[config.mk]
export PLATFORM = sky130hd
export DESIGN_NAME = pdh_pin_function_sel
export DESIGN_NICKNAME = d
export VERILOG_FILES = /design/src/verilog/pdh_pkg.sv /design/src/verilog/pdh_pin_function_sel.sv
export VERILOG_INCLUDE_DIRS = /design/src /design/src/verilog
export SDC_FILE = /design/constraint.sdc
export NUM_CORES = 1
export LEC_CHECK = 0
export ABC_AREA = 1
export BUFFER_PORTS_ARGS = -buffer_cell sky130_fd_sc_hd__buf_2
export CORE_MARGIN = 2
export CORE_UTILIZATION = 30
export CTS_CLUSTER_DIAMETER = 150
export DETAILED_ROUTE_END_ITERATION = 8
export PLACE_DENSITY = 0.67
export SYNTH_ARGS = -nofsm -noshare
export SYNTH_HDL_FRONTEND = slang
export SYNTH_SLANG_ARGS = --single-unit
[constraint.sdc]
create_clock -name clk -period 1.6 [get_ports clk]
set_clock_uncertainty 0.2 [all_clocks]
set_input_delay 0.08 -clock clk [delete_from_list [all_inputs] [get_ports clk]]
set_output_delay 0.08 -clock clk [all_outputs]
set_load 0.03 [all_outputs]
[src/verilog/pdh_consts.svh]
`ifndef PDH_CONSTS_SVH
`define PDH_CONSTS_SVH

// register map
`define PDH_SEL_OFFSET 12'h000
`define PDH_SEL_RESET 16'h0000
`define PDH_SEL_WIDTH 16

// field layout: two bits per pin, pin 16 at bits 1:0
`define PDH_FIELD_WIDTH 2
`define PDH_PIN_COUNT 8
`define PDH_FIRST_PIN 16

// field codes
`define PDH_CODE_PORT 2'b00
`define PDH_CODE_DATA 2'b01
`define PDH_CODE_ALT_A 2'b10
`define PDH_CODE_ALT_B 2'b11

// bus responses
`define PDH_RESP_OKAY 2'b00
`define PDH_RESP_SLVERR 2'b10

`endif

[src/verilog/pdh_pkg.sv]
package pdh_pkg;

   // who owns a pin
   typedef enum logic [2:0]
   {
      pdh_own_gpio,
      pdh_own_data,
      pdh_own_alt_a,
      pdh_own_alt_b,
      pdh_own_none
   } pdh_owner_t;

   // operating mode straps
   typedef struct packed
   {
      logic rom_disabled;
      logic chip_select_zero_32bit;
      logic single_chip;
   } pdh_mode_t;

   // drive toward one pad
   typedef struct packed
   {
      logic out;
      logic oe_n;
   } pdh_pad_t;

endpackage

[src/verilog/pdh_pin_function_sel.sv]
`timescale 1ns/1ps
`include "pdh_consts.svh"

// Operation
// - sixteen-bit register, two bits per pin 23..16
// - register resets to zero, all pins general I/O except data bus in 32-bit ROMless
// - code 00 gives data bus in 32-bit ROMless
// - code 01 data bus, general I/O single-chip
// - pin 23: PWM cycle/clear, serial 1 clock
// - pin 22: PWM W phase, serial 0 clock
// - pin 21: PWM V phase, interrupt 7
// - pin 20: PWM U phase, interrupt 6
// - pin 19: output enable 3, interrupt 5
// - pin 18: output enable 2, interrupt 4
// - pin 17: output enable 1, A/D trigger
// - pin 16: output enable 0, code 11 reserved
module pdh_pin_function_sel
   import pdh_pkg::*;
#(
   parameter int ADDR_WIDTH = 12
)
(
   // clock and reset
   input wire logic clk,
   input wire logic srst,
   // axi4-lite write address
   input wire logic [ADDR_WIDTH-1:0] s_axi_awaddr,
   input wire logic [2:0] s_axi_awprot,
   input wire logic s_axi_awvalid,
   output logic s_axi_awready,
   // axi4-lite write data
   input wire logic [31:0] s_axi_wdata,
   input wire logic [3:0] s_axi_wstrb,
   input wire logic s_axi_wvalid,
   output logic s_axi_wready,
   // axi4-lite write response
   output logic [1:0] s_axi_bresp,
   output logic s_axi_bvalid,
   input wire logic s_axi_bready,
   // axi4-lite read address
   input wire logic [ADDR_WIDTH-1:0] s_axi_araddr,
   input wire logic [2:0] s_axi_arprot,
   input wire logic s_axi_arvalid,
   output logic s_axi_arready,
   // axi4-lite read data
   output logic [31:0] s_axi_rdata,
   output logic [1:0] s_axi_rresp,
   output logic s_axi_rvalid,
   input wire logic s_axi_rready,
   // operating mode
   input wire pdh_mode_t mode_in,
   // pads, index 0 is pin 16
   input wire logic [7:0] pin_in,
   output pdh_pad_t [7:0] pad_drive,
   // general-purpose port
   input wire logic [7:0] gpio_out,
   input wire logic [7:0] gpio_oe,
   output logic [7:0] gpio_in,
   // external data bus bits 23..16
   input wire logic [7:0] dbus_out,
   input wire logic [7:0] dbus_oe,
   output logic [7:0] dbus_in,
   // motor timer outputs toward pads
   input wire logic pwm_cycle_out,
   input wire logic pwm_w_phase_out,
   input wire logic pwm_v_phase_out,
   input wire logic pwm_u_phase_out,
   // motor timer inputs from pads
   output logic pwm_counter_clear_in,
   output logic output_enable_in_3,
   output logic output_enable_in_2,
   output logic output_enable_in_1,
   output logic output_enable_in_0,
   // serial clocks
   input wire logic serial1_clock_out,
   input wire logic serial1_clock_oe,
   output logic serial1_clock_in,
   input wire logic serial0_clock_out,
   input wire logic serial0_clock_oe,
   output logic serial0_clock_in,
   // interrupt and trigger inputs
   output logic ext_irq_7,
   output logic ext_irq_6,
   output logic ext_irq_5,
   output logic ext_irq_4,
   output logic adc_external_trigger
);

   // maps a field code to the pin owner
   function automatic pdh_owner_t owner_of(input logic [1:0] code, input logic no_alt_b, input pdh_mode_t m);
      pdh_owner_t own;
      own = pdh_own_gpio;
      case (code)
         `PDH_CODE_PORT:
            own = (m.rom_disabled && m.chip_select_zero_32bit) ? pdh_own_data : pdh_own_gpio;
         `PDH_CODE_DATA:
            own = m.single_chip ? pdh_own_gpio : pdh_own_data;
         `PDH_CODE_ALT_A:
            own = pdh_own_alt_a;
         `PDH_CODE_ALT_B:
            own = no_alt_b ? pdh_own_none : pdh_own_alt_b;
         default:
            own = pdh_own_gpio;
      endcase
      return own;
   endfunction

   // address match against the single register
   function automatic logic addr_hit(input logic [ADDR_WIDTH-1:0] a);
      return a[ADDR_WIDTH-1:2] == (ADDR_WIDTH-2)'(`PDH_SEL_OFFSET >> 2);
   endfunction

   logic [15:0] sel_reg;
   logic [15:0] sel_next;
   logic aw_held_reg;
   logic w_held_reg;
   logic [ADDR_WIDTH-1:0] awaddr_reg;
   logic [31:0] wdata_reg;
   logic [3:0] wstrb_reg;
   logic bvalid_reg;
   logic [1:0] bresp_reg;
   logic rvalid_reg;
   logic [31:0] rdata_reg;
   logic [1:0] rresp_reg;

   // bus handshake decode
   wire aw_take = s_axi_awvalid && s_axi_awready;
   wire w_take = s_axi_wvalid && s_axi_wready;
   wire ar_take = s_axi_arvalid && s_axi_arready;
   wire wr_fire = aw_held_reg && w_held_reg && !bvalid_reg;
   wire wr_hit = addr_hit(awaddr_reg);
   wire rd_hit = addr_hit(s_axi_araddr);
   wire wr_apply = wr_fire && wr_hit;

   // read data and responses
   wire [31:0] rd_word = rd_hit ? {16'h0, sel_reg} : 32'h0;
   wire [1:0] rd_resp = rd_hit ? `PDH_RESP_OKAY : `PDH_RESP_SLVERR;
   wire [1:0] wr_resp = wr_hit ? `PDH_RESP_OKAY : `PDH_RESP_SLVERR;

   assign s_axi_awready = !aw_held_reg && !bvalid_reg;
   assign s_axi_wready = !w_held_reg && !bvalid_reg;
   assign s_axi_arready = !rvalid_reg;
   assign s_axi_bvalid = bvalid_reg;
   assign s_axi_bresp = bresp_reg;
   assign s_axi_rvalid = rvalid_reg;
   assign s_axi_rdata = rdata_reg;
   assign s_axi_rresp = rresp_reg;

   // byte-lane merge of a write
   always_comb
   begin
      sel_next = sel_reg;
      if (wr_apply)
      begin
         if (wstrb_reg[0])
            sel_next[7:0] = wdata_reg[7:0];
         if (wstrb_reg[1])
            sel_next[15:8] = wdata_reg[15:8];
      end
   end

   always_ff @(posedge clk)
   begin
      if (srst)
         sel_reg <= `PDH_SEL_RESET;
      else
         sel_reg <= sel_next;
   end

   // write address and data capture, either order
   always_ff @(posedge clk)
   begin
      if (srst)
      begin
         aw_held_reg <= 1'b0;
         w_held_reg <= 1'b0;
         awaddr_reg <= '0;
         wdata_reg <= 32'h0;
         wstrb_reg <= 4'h0;
      end
      else
      begin
         if (aw_take)
         begin
            aw_held_reg <= 1'b1;
            awaddr_reg <= s_axi_awaddr;
         end
         else if (wr_fire)
            aw_held_reg <= 1'b0;
         if (w_take)
         begin
            w_held_reg <= 1'b1;
            wdata_reg <= s_axi_wdata;
            wstrb_reg <= s_axi_wstrb;
         end
         else if (wr_fire)
            w_held_reg <= 1'b0;
      end
   end

   // write response
   always_ff @(posedge clk)
   begin
      if (srst)
      begin
         bvalid_reg <= 1'b0;
         bresp_reg <= `PDH_RESP_OKAY;
      end
      else if (wr_fire)
      begin
         bvalid_reg <= 1'b1;
         bresp_reg <= wr_resp;
      end
      else if (s_axi_bready)
         bvalid_reg <= 1'b0;
   end

   // read channel, upper bits zero
   always_ff @(posedge clk)
   begin
      if (srst)
      begin
         rvalid_reg <= 1'b0;
         rdata_reg <= 32'h0;
         rresp_reg <= `PDH_RESP_OKAY;
      end
      else if (ar_take)
      begin
         rvalid_reg <= 1'b1;
         rdata_reg <= rd_word;
         rresp_reg <= rd_resp;
      end
      else if (s_axi_rready)
         rvalid_reg <= 1'b0;
   end

   // alternate function drive per pin
   wire [7:0] alt_a_out;
   wire [7:0] alt_a_drv;
   wire [7:0] alt_b_out;
   wire [7:0] alt_b_drv;

   // code 10 outputs, pins 19..16 input only
   assign alt_a_out[7] = pwm_cycle_out;
   assign alt_a_out[6] = pwm_w_phase_out;
   assign alt_a_out[5] = pwm_v_phase_out;
   assign alt_a_out[4] = pwm_u_phase_out;
   assign alt_a_out[3:0] = 4'h0;
   assign alt_a_drv[7:4] = 4'hf;
   assign alt_a_drv[3:0] = 4'h0;

   // code 11 outputs, only the serial clocks drive
   assign alt_b_out[7] = serial1_clock_out;
   assign alt_b_out[6] = serial0_clock_out;
   assign alt_b_out[5:0] = 6'h00;
   assign alt_b_drv[7] = serial1_clock_oe;
   assign alt_b_drv[6] = serial0_clock_oe;
   assign alt_b_drv[5:0] = 6'h00;

   pdh_owner_t owner [7:0];
   logic [7:0] is_gpio;
   logic [7:0] is_data;
   logic [7:0] is_alt_a;
   logic [7:0] is_alt_b;

   // named field bits, pin 23 at the top
   wire pin23_sel_hi = sel_reg[`PDH_FIELD_WIDTH*7+1];
   wire pin23_sel_lo = sel_reg[`PDH_FIELD_WIDTH*7];
   wire pin22_sel_hi = sel_reg[`PDH_FIELD_WIDTH*6+1];
   wire pin22_sel_lo = sel_reg[`PDH_FIELD_WIDTH*6];
   wire pin21_sel_hi = sel_reg[`PDH_FIELD_WIDTH*5+1];
   wire pin21_sel_lo = sel_reg[`PDH_FIELD_WIDTH*5];
   wire pin20_sel_hi = sel_reg[`PDH_FIELD_WIDTH*4+1];
   wire pin20_sel_lo = sel_reg[`PDH_FIELD_WIDTH*4];
   wire pin19_sel_hi = sel_reg[`PDH_FIELD_WIDTH*3+1];
   wire pin19_sel_lo = sel_reg[`PDH_FIELD_WIDTH*3];
   wire pin18_sel_hi = sel_reg[`PDH_FIELD_WIDTH*2+1];
   wire pin18_sel_lo = sel_reg[`PDH_FIELD_WIDTH*2];
   wire pin17_sel_hi = sel_reg[`PDH_FIELD_WIDTH*1+1];
   wire pin17_sel_lo = sel_reg[`PDH_FIELD_WIDTH*1];
   wire pin16_sel_hi = sel_reg[`PDH_FIELD_WIDTH*0+1];
   wire pin16_sel_lo = sel_reg[`PDH_FIELD_WIDTH*0];
   wire [15:0] field_bits = {pin23_sel_hi, pin23_sel_lo, pin22_sel_hi, pin22_sel_lo, pin21_sel_hi, pin21_sel_lo,
      pin20_sel_hi, pin20_sel_lo, pin19_sel_hi, pin19_sel_lo, pin18_sel_hi, pin18_sel_lo,
      pin17_sel_hi, pin17_sel_lo, pin16_sel_hi, pin16_sel_lo};

   // only pin 16 lacks a second alternate
   wire [7:0] no_alt_b = 8'h01;

   // pad mux
   for (genvar i = 0; i < `PDH_PIN_COUNT; i++)
   begin : g_pin
      assign owner[i] = owner_of(field_bits[`PDH_FIELD_WIDTH*i +: `PDH_FIELD_WIDTH], no_alt_b[i], mode_in);
      assign is_gpio[i] = owner[i] == pdh_own_gpio;
      assign is_data[i] = owner[i] == pdh_own_data;
      assign is_alt_a[i] = owner[i] == pdh_own_alt_a;
      assign is_alt_b[i] = owner[i] == pdh_own_alt_b;
      always_comb
      begin
         pad_drive[i].out = 1'b0;
         pad_drive[i].oe_n = 1'b1;
         case (owner[i])
            pdh_own_gpio:
            begin
               pad_drive[i].out = gpio_out[i];
               pad_drive[i].oe_n = !gpio_oe[i];
            end
            pdh_own_data:
            begin
               pad_drive[i].out = dbus_out[i];
               pad_drive[i].oe_n = !dbus_oe[i];
            end
            pdh_own_alt_a:
            begin
               pad_drive[i].out = alt_a_out[i];
               pad_drive[i].oe_n = !alt_a_drv[i];
            end
            pdh_own_alt_b:
            begin
               pad_drive[i].out = alt_b_out[i];
               pad_drive[i].oe_n = !alt_b_drv[i];
            end
            default:
            begin
               pad_drive[i].out = 1'b0;
               pad_drive[i].oe_n = 1'b1;
            end
         endcase
      end
   end

   // inputs toward owners, zero when not selected
   assign gpio_in = pin_in & is_gpio;
   assign dbus_in = pin_in & is_data;
   assign pwm_counter_clear_in = pin_in[7] & is_alt_a[7];
   assign serial1_clock_in = pin_in[7] & is_alt_b[7];
   assign serial0_clock_in = pin_in[6] & is_alt_b[6];
   assign ext_irq_7 = pin_in[5] & is_alt_b[5];
   assign ext_irq_6 = pin_in[4] & is_alt_b[4];
   assign output_enable_in_3 = pin_in[3] & is_alt_a[3];
   assign ext_irq_5 = pin_in[3] & is_alt_b[3];
   assign output_enable_in_2 = pin_in[2] & is_alt_a[2];
   assign ext_irq_4 = pin_in[2] & is_alt_b[2];
   assign output_enable_in_1 = pin_in[1] & is_alt_a[1];
   assign adc_external_trigger = pin_in[1] & is_alt_b[1];
   assign output_enable_in_0 = pin_in[0] & is_alt_a[0];

endmodule

==> results_dict.tcl, run 1 <==
set metrics [dict create \
    stdcell_area_um2 5730 \
    grtUsageTotal_pct 17.8 \
    antenna_left 0 \
    insertion_delay_ns 0.33 \
    antenna_found_initial 1 \
    multi_input_area_um2 1970 \
    synth_top_family_by_area "simple AND/OR/NAND/NOR gates" \
    syn2layout_area_growth_pct 62.8 \
    power_density_nw_per_um2 844 \
    synthMuxAreaShare_pct 0 \
    stdcell_count 915 \
    synthAdderAreaFrac_pct 0 \
    path_class "reg2out" \
    num_rows 39 \
    path_clk_slew_ns 0.06 \
    start_util_pct 30.8 \
    synth_seq_cells 66 \
    slew_headroom_pct 63.4 \
    hold_violations 0 \
    cp.arrival_ns 1.38 \
    drt-vias-per-instance 4.43 \
    yosysSeqAreaShare_pct 37.5 \
    synth_cells 539 \
    placed_area_um2 4500 \
    syn-cell-area_um2 3520 \
    drc 0 \
    crit_buf_inv 1 \
    ys_types 30 \
    place_hpwl_mm 8.17 \
    startpoint_type "flip-flop" \
    grt_pass1_wl_mm 18.1 \
    end_kind "output port" \
    cts.sinks 66 \
    tritoncts "done" \
    crit_chain "a21oi_4 -> nand2_2 -> or2_1 -> o211ai_1 -> buf_4" \
    leakage_nw 2.80 \
    num_vias 4055 \
    power.total_mw 4.84 \
    grt_setup_unrepaired "yes" \
    tns_ns -0.479 \
    fmax_ghz 0.601 \
    core_um2 11400 \
    fin_crit_sh_pct 104 \
    drive_gt1_share_pct 39.9 \
    cpMaxStageDelayCell "dfxtp_4" \
    clk_path_buf_depth 2 \
    numCtsBuffers 9 \
    io_buffers 162 \
    die_x_um 112 \
    cap_violations 0 \
    worst_ep_required_time_ns 1.32 \
    max_stage_delay_ns 0.36 \
    yosys.area_share.simple_pct 35.1 \
    r2r_slack_ns 0.11 \
    initialDrtViolationCount 143 \
    grt_overflow 0 \
    dieArea_um2 12600 \
    nets 890 \
    fill_cells 1143 \
    violations "setup timing" \
    hold_class "in2reg" \
    pre_cts_ws_ns 0.0323 \
    worst_pin_slew_ns 0.549 \
    crit_family "flip-flops" \
    seq_area_um2 1370 \
    drv_slew 0 \
    cts-root-buf "clkbuf_16" \
    cp_max_fo 4 \
    placedCellCount 839 \
    die_h_um 112 \
    wl_per_cell_um 12.7 \
    synth_compound_area_share_pct 12.3 \
    yosys_warnings 0 \
    io_pins 209 \
    cts_max_level 3 \
    setup_viol 12 \
    status "complete, but fails checks" \
    dr.pass1.iters 4 \
    ir_drop_mv 0.562 \
    fin_ws_ns -0.0635 \
    routabilityCongestion 0.755 \
    grt_max_degree 35 \
    grt_pass1_vias 3811 \
    wl_mm 11.7 \
    synth.avg_cell_area_um2 6.53 \
    synthXorXnorAreaFrac_pct 0 \
    period_needed_ns 1.66 \
]
[Yosys cell counts, drive strengths merged]
cell / n / area (µm²)
nand3b: 1 / 7.51
a21oi: 38 / 190
o211ai: 4 / 30.0
conb: 1 / 3.75
or2: 6 / 40.1
nand2: 91 / 344
dfxtp: 66 / 1320
a211oi: 1 / 7.51
buf: 31 / 214
nand3: 47 / 265
nor2: 97 / 399
and2: 1 / 6.26
inv: 77 / 289
nor3: 12 / 60.1
nand4: 18 / 113
o21ai: 41 / 205
clkbuf: 7 / 26.3
[metrics by stage]
stage,util (%),hold slack (ns)
floorplan,-,-0.0415
finish,50.2,0.0284
global placement,39.4,0.111
CTS,48.0,0.0232
detailed placement,39.4,0.120
global route,50.2,0.0629
[worst register-to-register path, stage by stage (launching register included)]
cell and delay [ns]:
dfxtp_1 0.32, or2_4 0.29, nor2_8 0.21, nand3_4 0.17
nand2_1 0.10, inv_1 0.04, nor2_1 0.09
[final cells by class]
cell class / instances / area share [%]
clock inverter: 7 / 1.46
timing repair buffer: 236 / 28.0
clock buffer: 9 / 3.93
inverter: 77 / 5.26
sequential: 66 / 23.8
antenna: 1 / 0.0436
tap: 143 / 3.12
multi-input combinational: 376 / 34.4
[path summary, 6_finish.rpt]
kind                              start                            to  cells after the start
max          field_bits[0]$_SDFFE_PP0P_                  pad_drive[0]                      5
min                    s_axi_araddr[10]  s_axi_rdata[15]$_SDFFE_PP0P_                      5
max reg2reg  awaddr_reg[4]$_SDFFE_PP0P_   field_bits[11]$_SDFFE_PP0P_                      6
min reg2reg   wdata_reg[9]$_SDFFE_PP0P_     wdata_reg[9]$_SDFFE_PP0P_                      2
[what timing repair did]
item,in CTS,in global routing
endpoints found under the hold margin,32,0
buffers inserted,16,8
endpoints found under the setup margin,33,53
gates resized for setup,80,67
pin swaps,20,12
gates cloned,0,1
hold buffers,34,0
[power by group]
group | switching, mW | internal, mW
sequential | 0.0487 | 1.71
combinational | 0.627 | 0.421
clock | 0.801 | 1.24
[logic make-up after synthesis]
logic type      after synthesis
compound gates               84
simple gates                273
flops                        66
buf+inv                     115
other cells                   1
[placed cells by master, fill, tap and decap left out, types with 4 or more instances in the layout]
cell and count:
buf_2 127, nor2_1 87, nand2_1 77, inv_1 61
buf_4 61, dfxtp_1 50, a21oi_1 36, nand3_1 34
dlygate4sd3_1 34, o21ai_1 30, nand4_1 18, conb_1 18
nand2_2 13, inv_2 11, buf_6 11, dfxtp_4 10
nand3_2 9, clkbuf_16 9, nor3_1 8, o21ai_2 7
nor2_2 6, dfxtp_2 6, inv_4 5, nand3_4 4
o211ai_1 4, nor3_2 4
[metal layers]
layer	vias up	GRT usage [%]	routed length [µm]
met5	-	0	0
met4	0	3.66	70
met3	8	4.21	645
met2	122	32.0	5960
met1	1763	21.6	4990
li1	2162	-	-
Power figures use the tool's default switching activity.
==> run 2: changes to the inputs <==
--- a/config.mk
+++ b/config.mk
@@ -6,13 +6,13 @@
 export SDC_FILE = /design/constraint.sdc
 export NUM_CORES = 1
 export LEC_CHECK = 0
-export ABC_AREA = 1
 export BUFFER_PORTS_ARGS = -buffer_cell sky130_fd_sc_hd__buf_2
 export CORE_MARGIN = 2
 export CORE_UTILIZATION = 30
 export CTS_CLUSTER_DIAMETER = 150
 export DETAILED_ROUTE_END_ITERATION = 8
 export PLACE_DENSITY = 0.67
+export REMOVE_ABC_BUFFERS = 1
 export SYNTH_ARGS = -nofsm -noshare
 export SYNTH_HDL_FRONTEND = slang
 export SYNTH_SLANG_ARGS = --single-unit
==> run 2 against run 1 <==
The flow still finishes with violations (setup timing). Clock-buffer cell count rose by 3. Sequential power decreased by 2%. Clock power fell by 3%. Global-route usage shrank 0.75 points. Sequential share of layout area rose by 0.17 points. Die area decreased by 1.2%.
==> results_dict.tcl, run 2 <==
set metrics [dict create \
    max_stage_delay_ns 0.58 \
    p_int_mw 3.42 \
    cap_violations 0 \
    tritoncts "done" \
    die_x_um 112 \
    stdcell_count 771 \
    place_hpwl_mm 7.54 \
    leakage_nw 2.57 \
    synth.avg_cell_area_um2 8.63 \
    switching_share_pct 26.6 \
    placedCellCount 708 \
    core_um2 11400 \
    synth_seq_cells 66 \
    synth.most_common_cell "dfxtp_1" \
    critPathLaunch "awaddr_reg[11]$_SDFFE_PP0P_" \
    power_frac_clock_pct 42.4 \
    drive_gt1_share_pct 42.8 \
    routabilityCongestion 0.846 \
    violations "setup timing" \
    fin_ws_ns -0.269 \
    grt_pass1_vias 3583 \
    clk_path_buf_depth 2 \
    setup_viol 46 \
    p_comb_share_pct 20.5 \
    drt-vias-per-instance 4.69 \
    grt_pass1_wl_mm 17.5 \
    stdcell_area_um2 5660 \
    startpoint_type "flip-flop" \
    wl_per_cell_um 14.4 \
    wl_mm 11.1 \
    nets 747 \
    r2r-start "awaddr_reg[11]$_SDFFE_PP0P_" \
    drc 0 \
    num_vias 3616 \
    fin_crit_sh_pct 117 \
    num_rows 39 \
    yosysSeqAreaShare_pct 38.0 \
    n_antenna_cell 0 \
    cpMaxStageDelayCell "or4_4" \
    worst_ep_required_time_ns 1.64 \
    start_util_pct 30.6 \
    hold_violations 0 \
    synth_top_area_share_pct 38.0 \
    antenna_left 0 \
    synthTopCellsByArea "dfxtp_1 38%, mux2i_1 9.2%, nand2b_1 7.9%, nand2_1 4.9%, buf_4 4.1%" \
    numCtsBuffers 9 \
    die_h_um 112 \
    dr.pass1.iters 4 \
    io_pins 209 \
    cp.arrival_ns 1.91 \
    hp-start "s_axi_araddr[10]" \
    crit_chain "or4_4 -> nor4_4 -> buf_12 -> mux2i_1" \
    synth_edf_count 0 \
    placed_area_um2 4540 \
    grt_setup_unrepaired "yes" \
    synth_common_cells "66 x dfxtp_1, 45 x nand2_1, 44 x nand2b_1, 32 x mux2i_1" \
    initialDrtViolationCount 174 \
    io_buffers 162 \
    cts.sinks 66 \
    grtUsageTotal_pct 17.0 \
    insertion_delay_ns 0.32 \
    async_flop_share_pct 0 \
    ys_types 41 \
    synth_cells 403 \
    yosys_warnings 0 \
    ir_drop_mv 0.671 \
    status "complete, but fails checks" \
    path_clk_slew_ns 0.05 \
    cp_max_fo 8 \
    cts_max_level 3 \
    antenna_found_initial 0 \
    drv_slew 0 \
    syn2layout_area_growth_pct 62.7 \
    end_kind "flip-flop" \
    ys.flop_type "dfxtp_1" \
    grt_overflow 0 \
    power_density_nw_per_um2 822 \
    power_frac_seq_pct 37.1 \
    final_common_cell "buf_2" \
    cts-root-buf "clkbuf_16" \
    final_cell_mix "132 x buf_2, 52 x dfxtp_1, 44 x nand2_1" \
    syn-cell-area_um2 3480 \
    path_class "reg2reg" \
    synth_top_area_cell "dfxtp_1" \
    p_sw_mw 1.24 \
    dieArea_um2 12500 \
    grt_max_degree 65 \
    fmax_ghz 0.535 \
    hold_class "in2reg" \
    period_needed_ns 1.87 \
]
[run 2: cell types whose count changed after synthesis, moves of 39 or more]
cell,delta
nand3_1,-44
nand2_1,-45
o21ai_1,-39
inv_1,-62
nand2b_1,+44
nor2_1,-67
[run 2: critical path: cells and delay by family (launching register included)]
kind | cells | cell delay (ns)
muxes | 1 | 0.19
buffers and inverters | 1 | 0.18
DFF | 1 | 0.30
and+or+nand+nor | 2 | 0.92
[run 2: power groups by stage]
stage	Sequential, mW	Clock (mW)	Combinational, mW
2_1_floorplan	1.78	0	0.461
3_3_place_gp	1.77	0	0.780
3_5_place_dp	1.77	0	0.796
4_1_cts	1.73	2.02	0.900
5_1_grt	1.73	2.10	1.03
6_report	1.72	1.97	0.956
[run 2: final cells by class]
class | count | area [µm²]
Fill cell | 1062 | 5710
Multi-Input combinational cell | 311 | 2170
Timing Repair Buffer | 230 | 1630
Sequential cell | 66 | 1360
Clock buffer | 12 | 256
Tap cell | 143 | 179
Clock inverter | 4 | 50.0
Inverter | 5 | 18.8
[run 2: stage by stage]
step                setup TNS (ns)  setup WS [ns]  hold WS (ns)  util, %  total power, mW
floorplan                   -22.12         -0.726       -0.0509        -             2.24
global placement             -5.93         -0.230        0.0717     40.0             2.55
detailed placement           -7.02         -0.288        0.0737     40.0             2.57
CTS                          -5.93         -0.285       -0.0177     47.4             4.65
global route                 -9.06         -0.330        0.0267     49.8             4.86
finish                       -6.24         -0.269        0.0205     49.8             4.65
[run 2: routing by layer]
| layer | part of all wire [%] | vias to the layer above | track usage, % |
|---|---|---|---|
| li1 | - | 1817 | - |
| met1 | 43 | 1690 | 20.4 |
| met4 | 1.4 | 0 | 4.86 |
| met5 | 0 | - | 0 |
| met3 | 3.6 | 12 | 3.70 |
| met2 | 52 | 97 | 30.5 |
[run 2: final timing paths]
path / to / slack (ns) / cells past startpoint
hold / removal: s_axi_rresp[1]$_SDFFE_PP0P_ / 0.02 / 4
hold reg to reg: wstrb_reg[0]$_SDFFE_PP0P_ / 0.25 / 2
setup / recovery: field_bits[2]$_SDFFE_PP0P_ / -0.27 / 4
setup reg to reg: field_bits[2]$_SDFFE_PP0P_ / -0.27 / 4
[run 2: logic make-up (layout without fill, tap and decap cells)]
family / count (synthesis) / in the layout / share of synthesized area [%]
flops: 66 / 66 / 38.0
buf+inv: 43 / 251 / 6.72
simple gates: 182 / 182 / 31.0
mux: 32 / 32 / 9.21
other cells: 1 / 18 / 0.108
compound gates: 79 / 79 / 15.0
[run 2: timing repair]
action	in CTS	in global routing
endpoints found under the hold margin	31	0
hold buffers	33	0
setup buffers	6	7
pin swaps	12	14
cloned	1	0
endpoints found under the setup margin	62	64
gates resized for setup	57	67
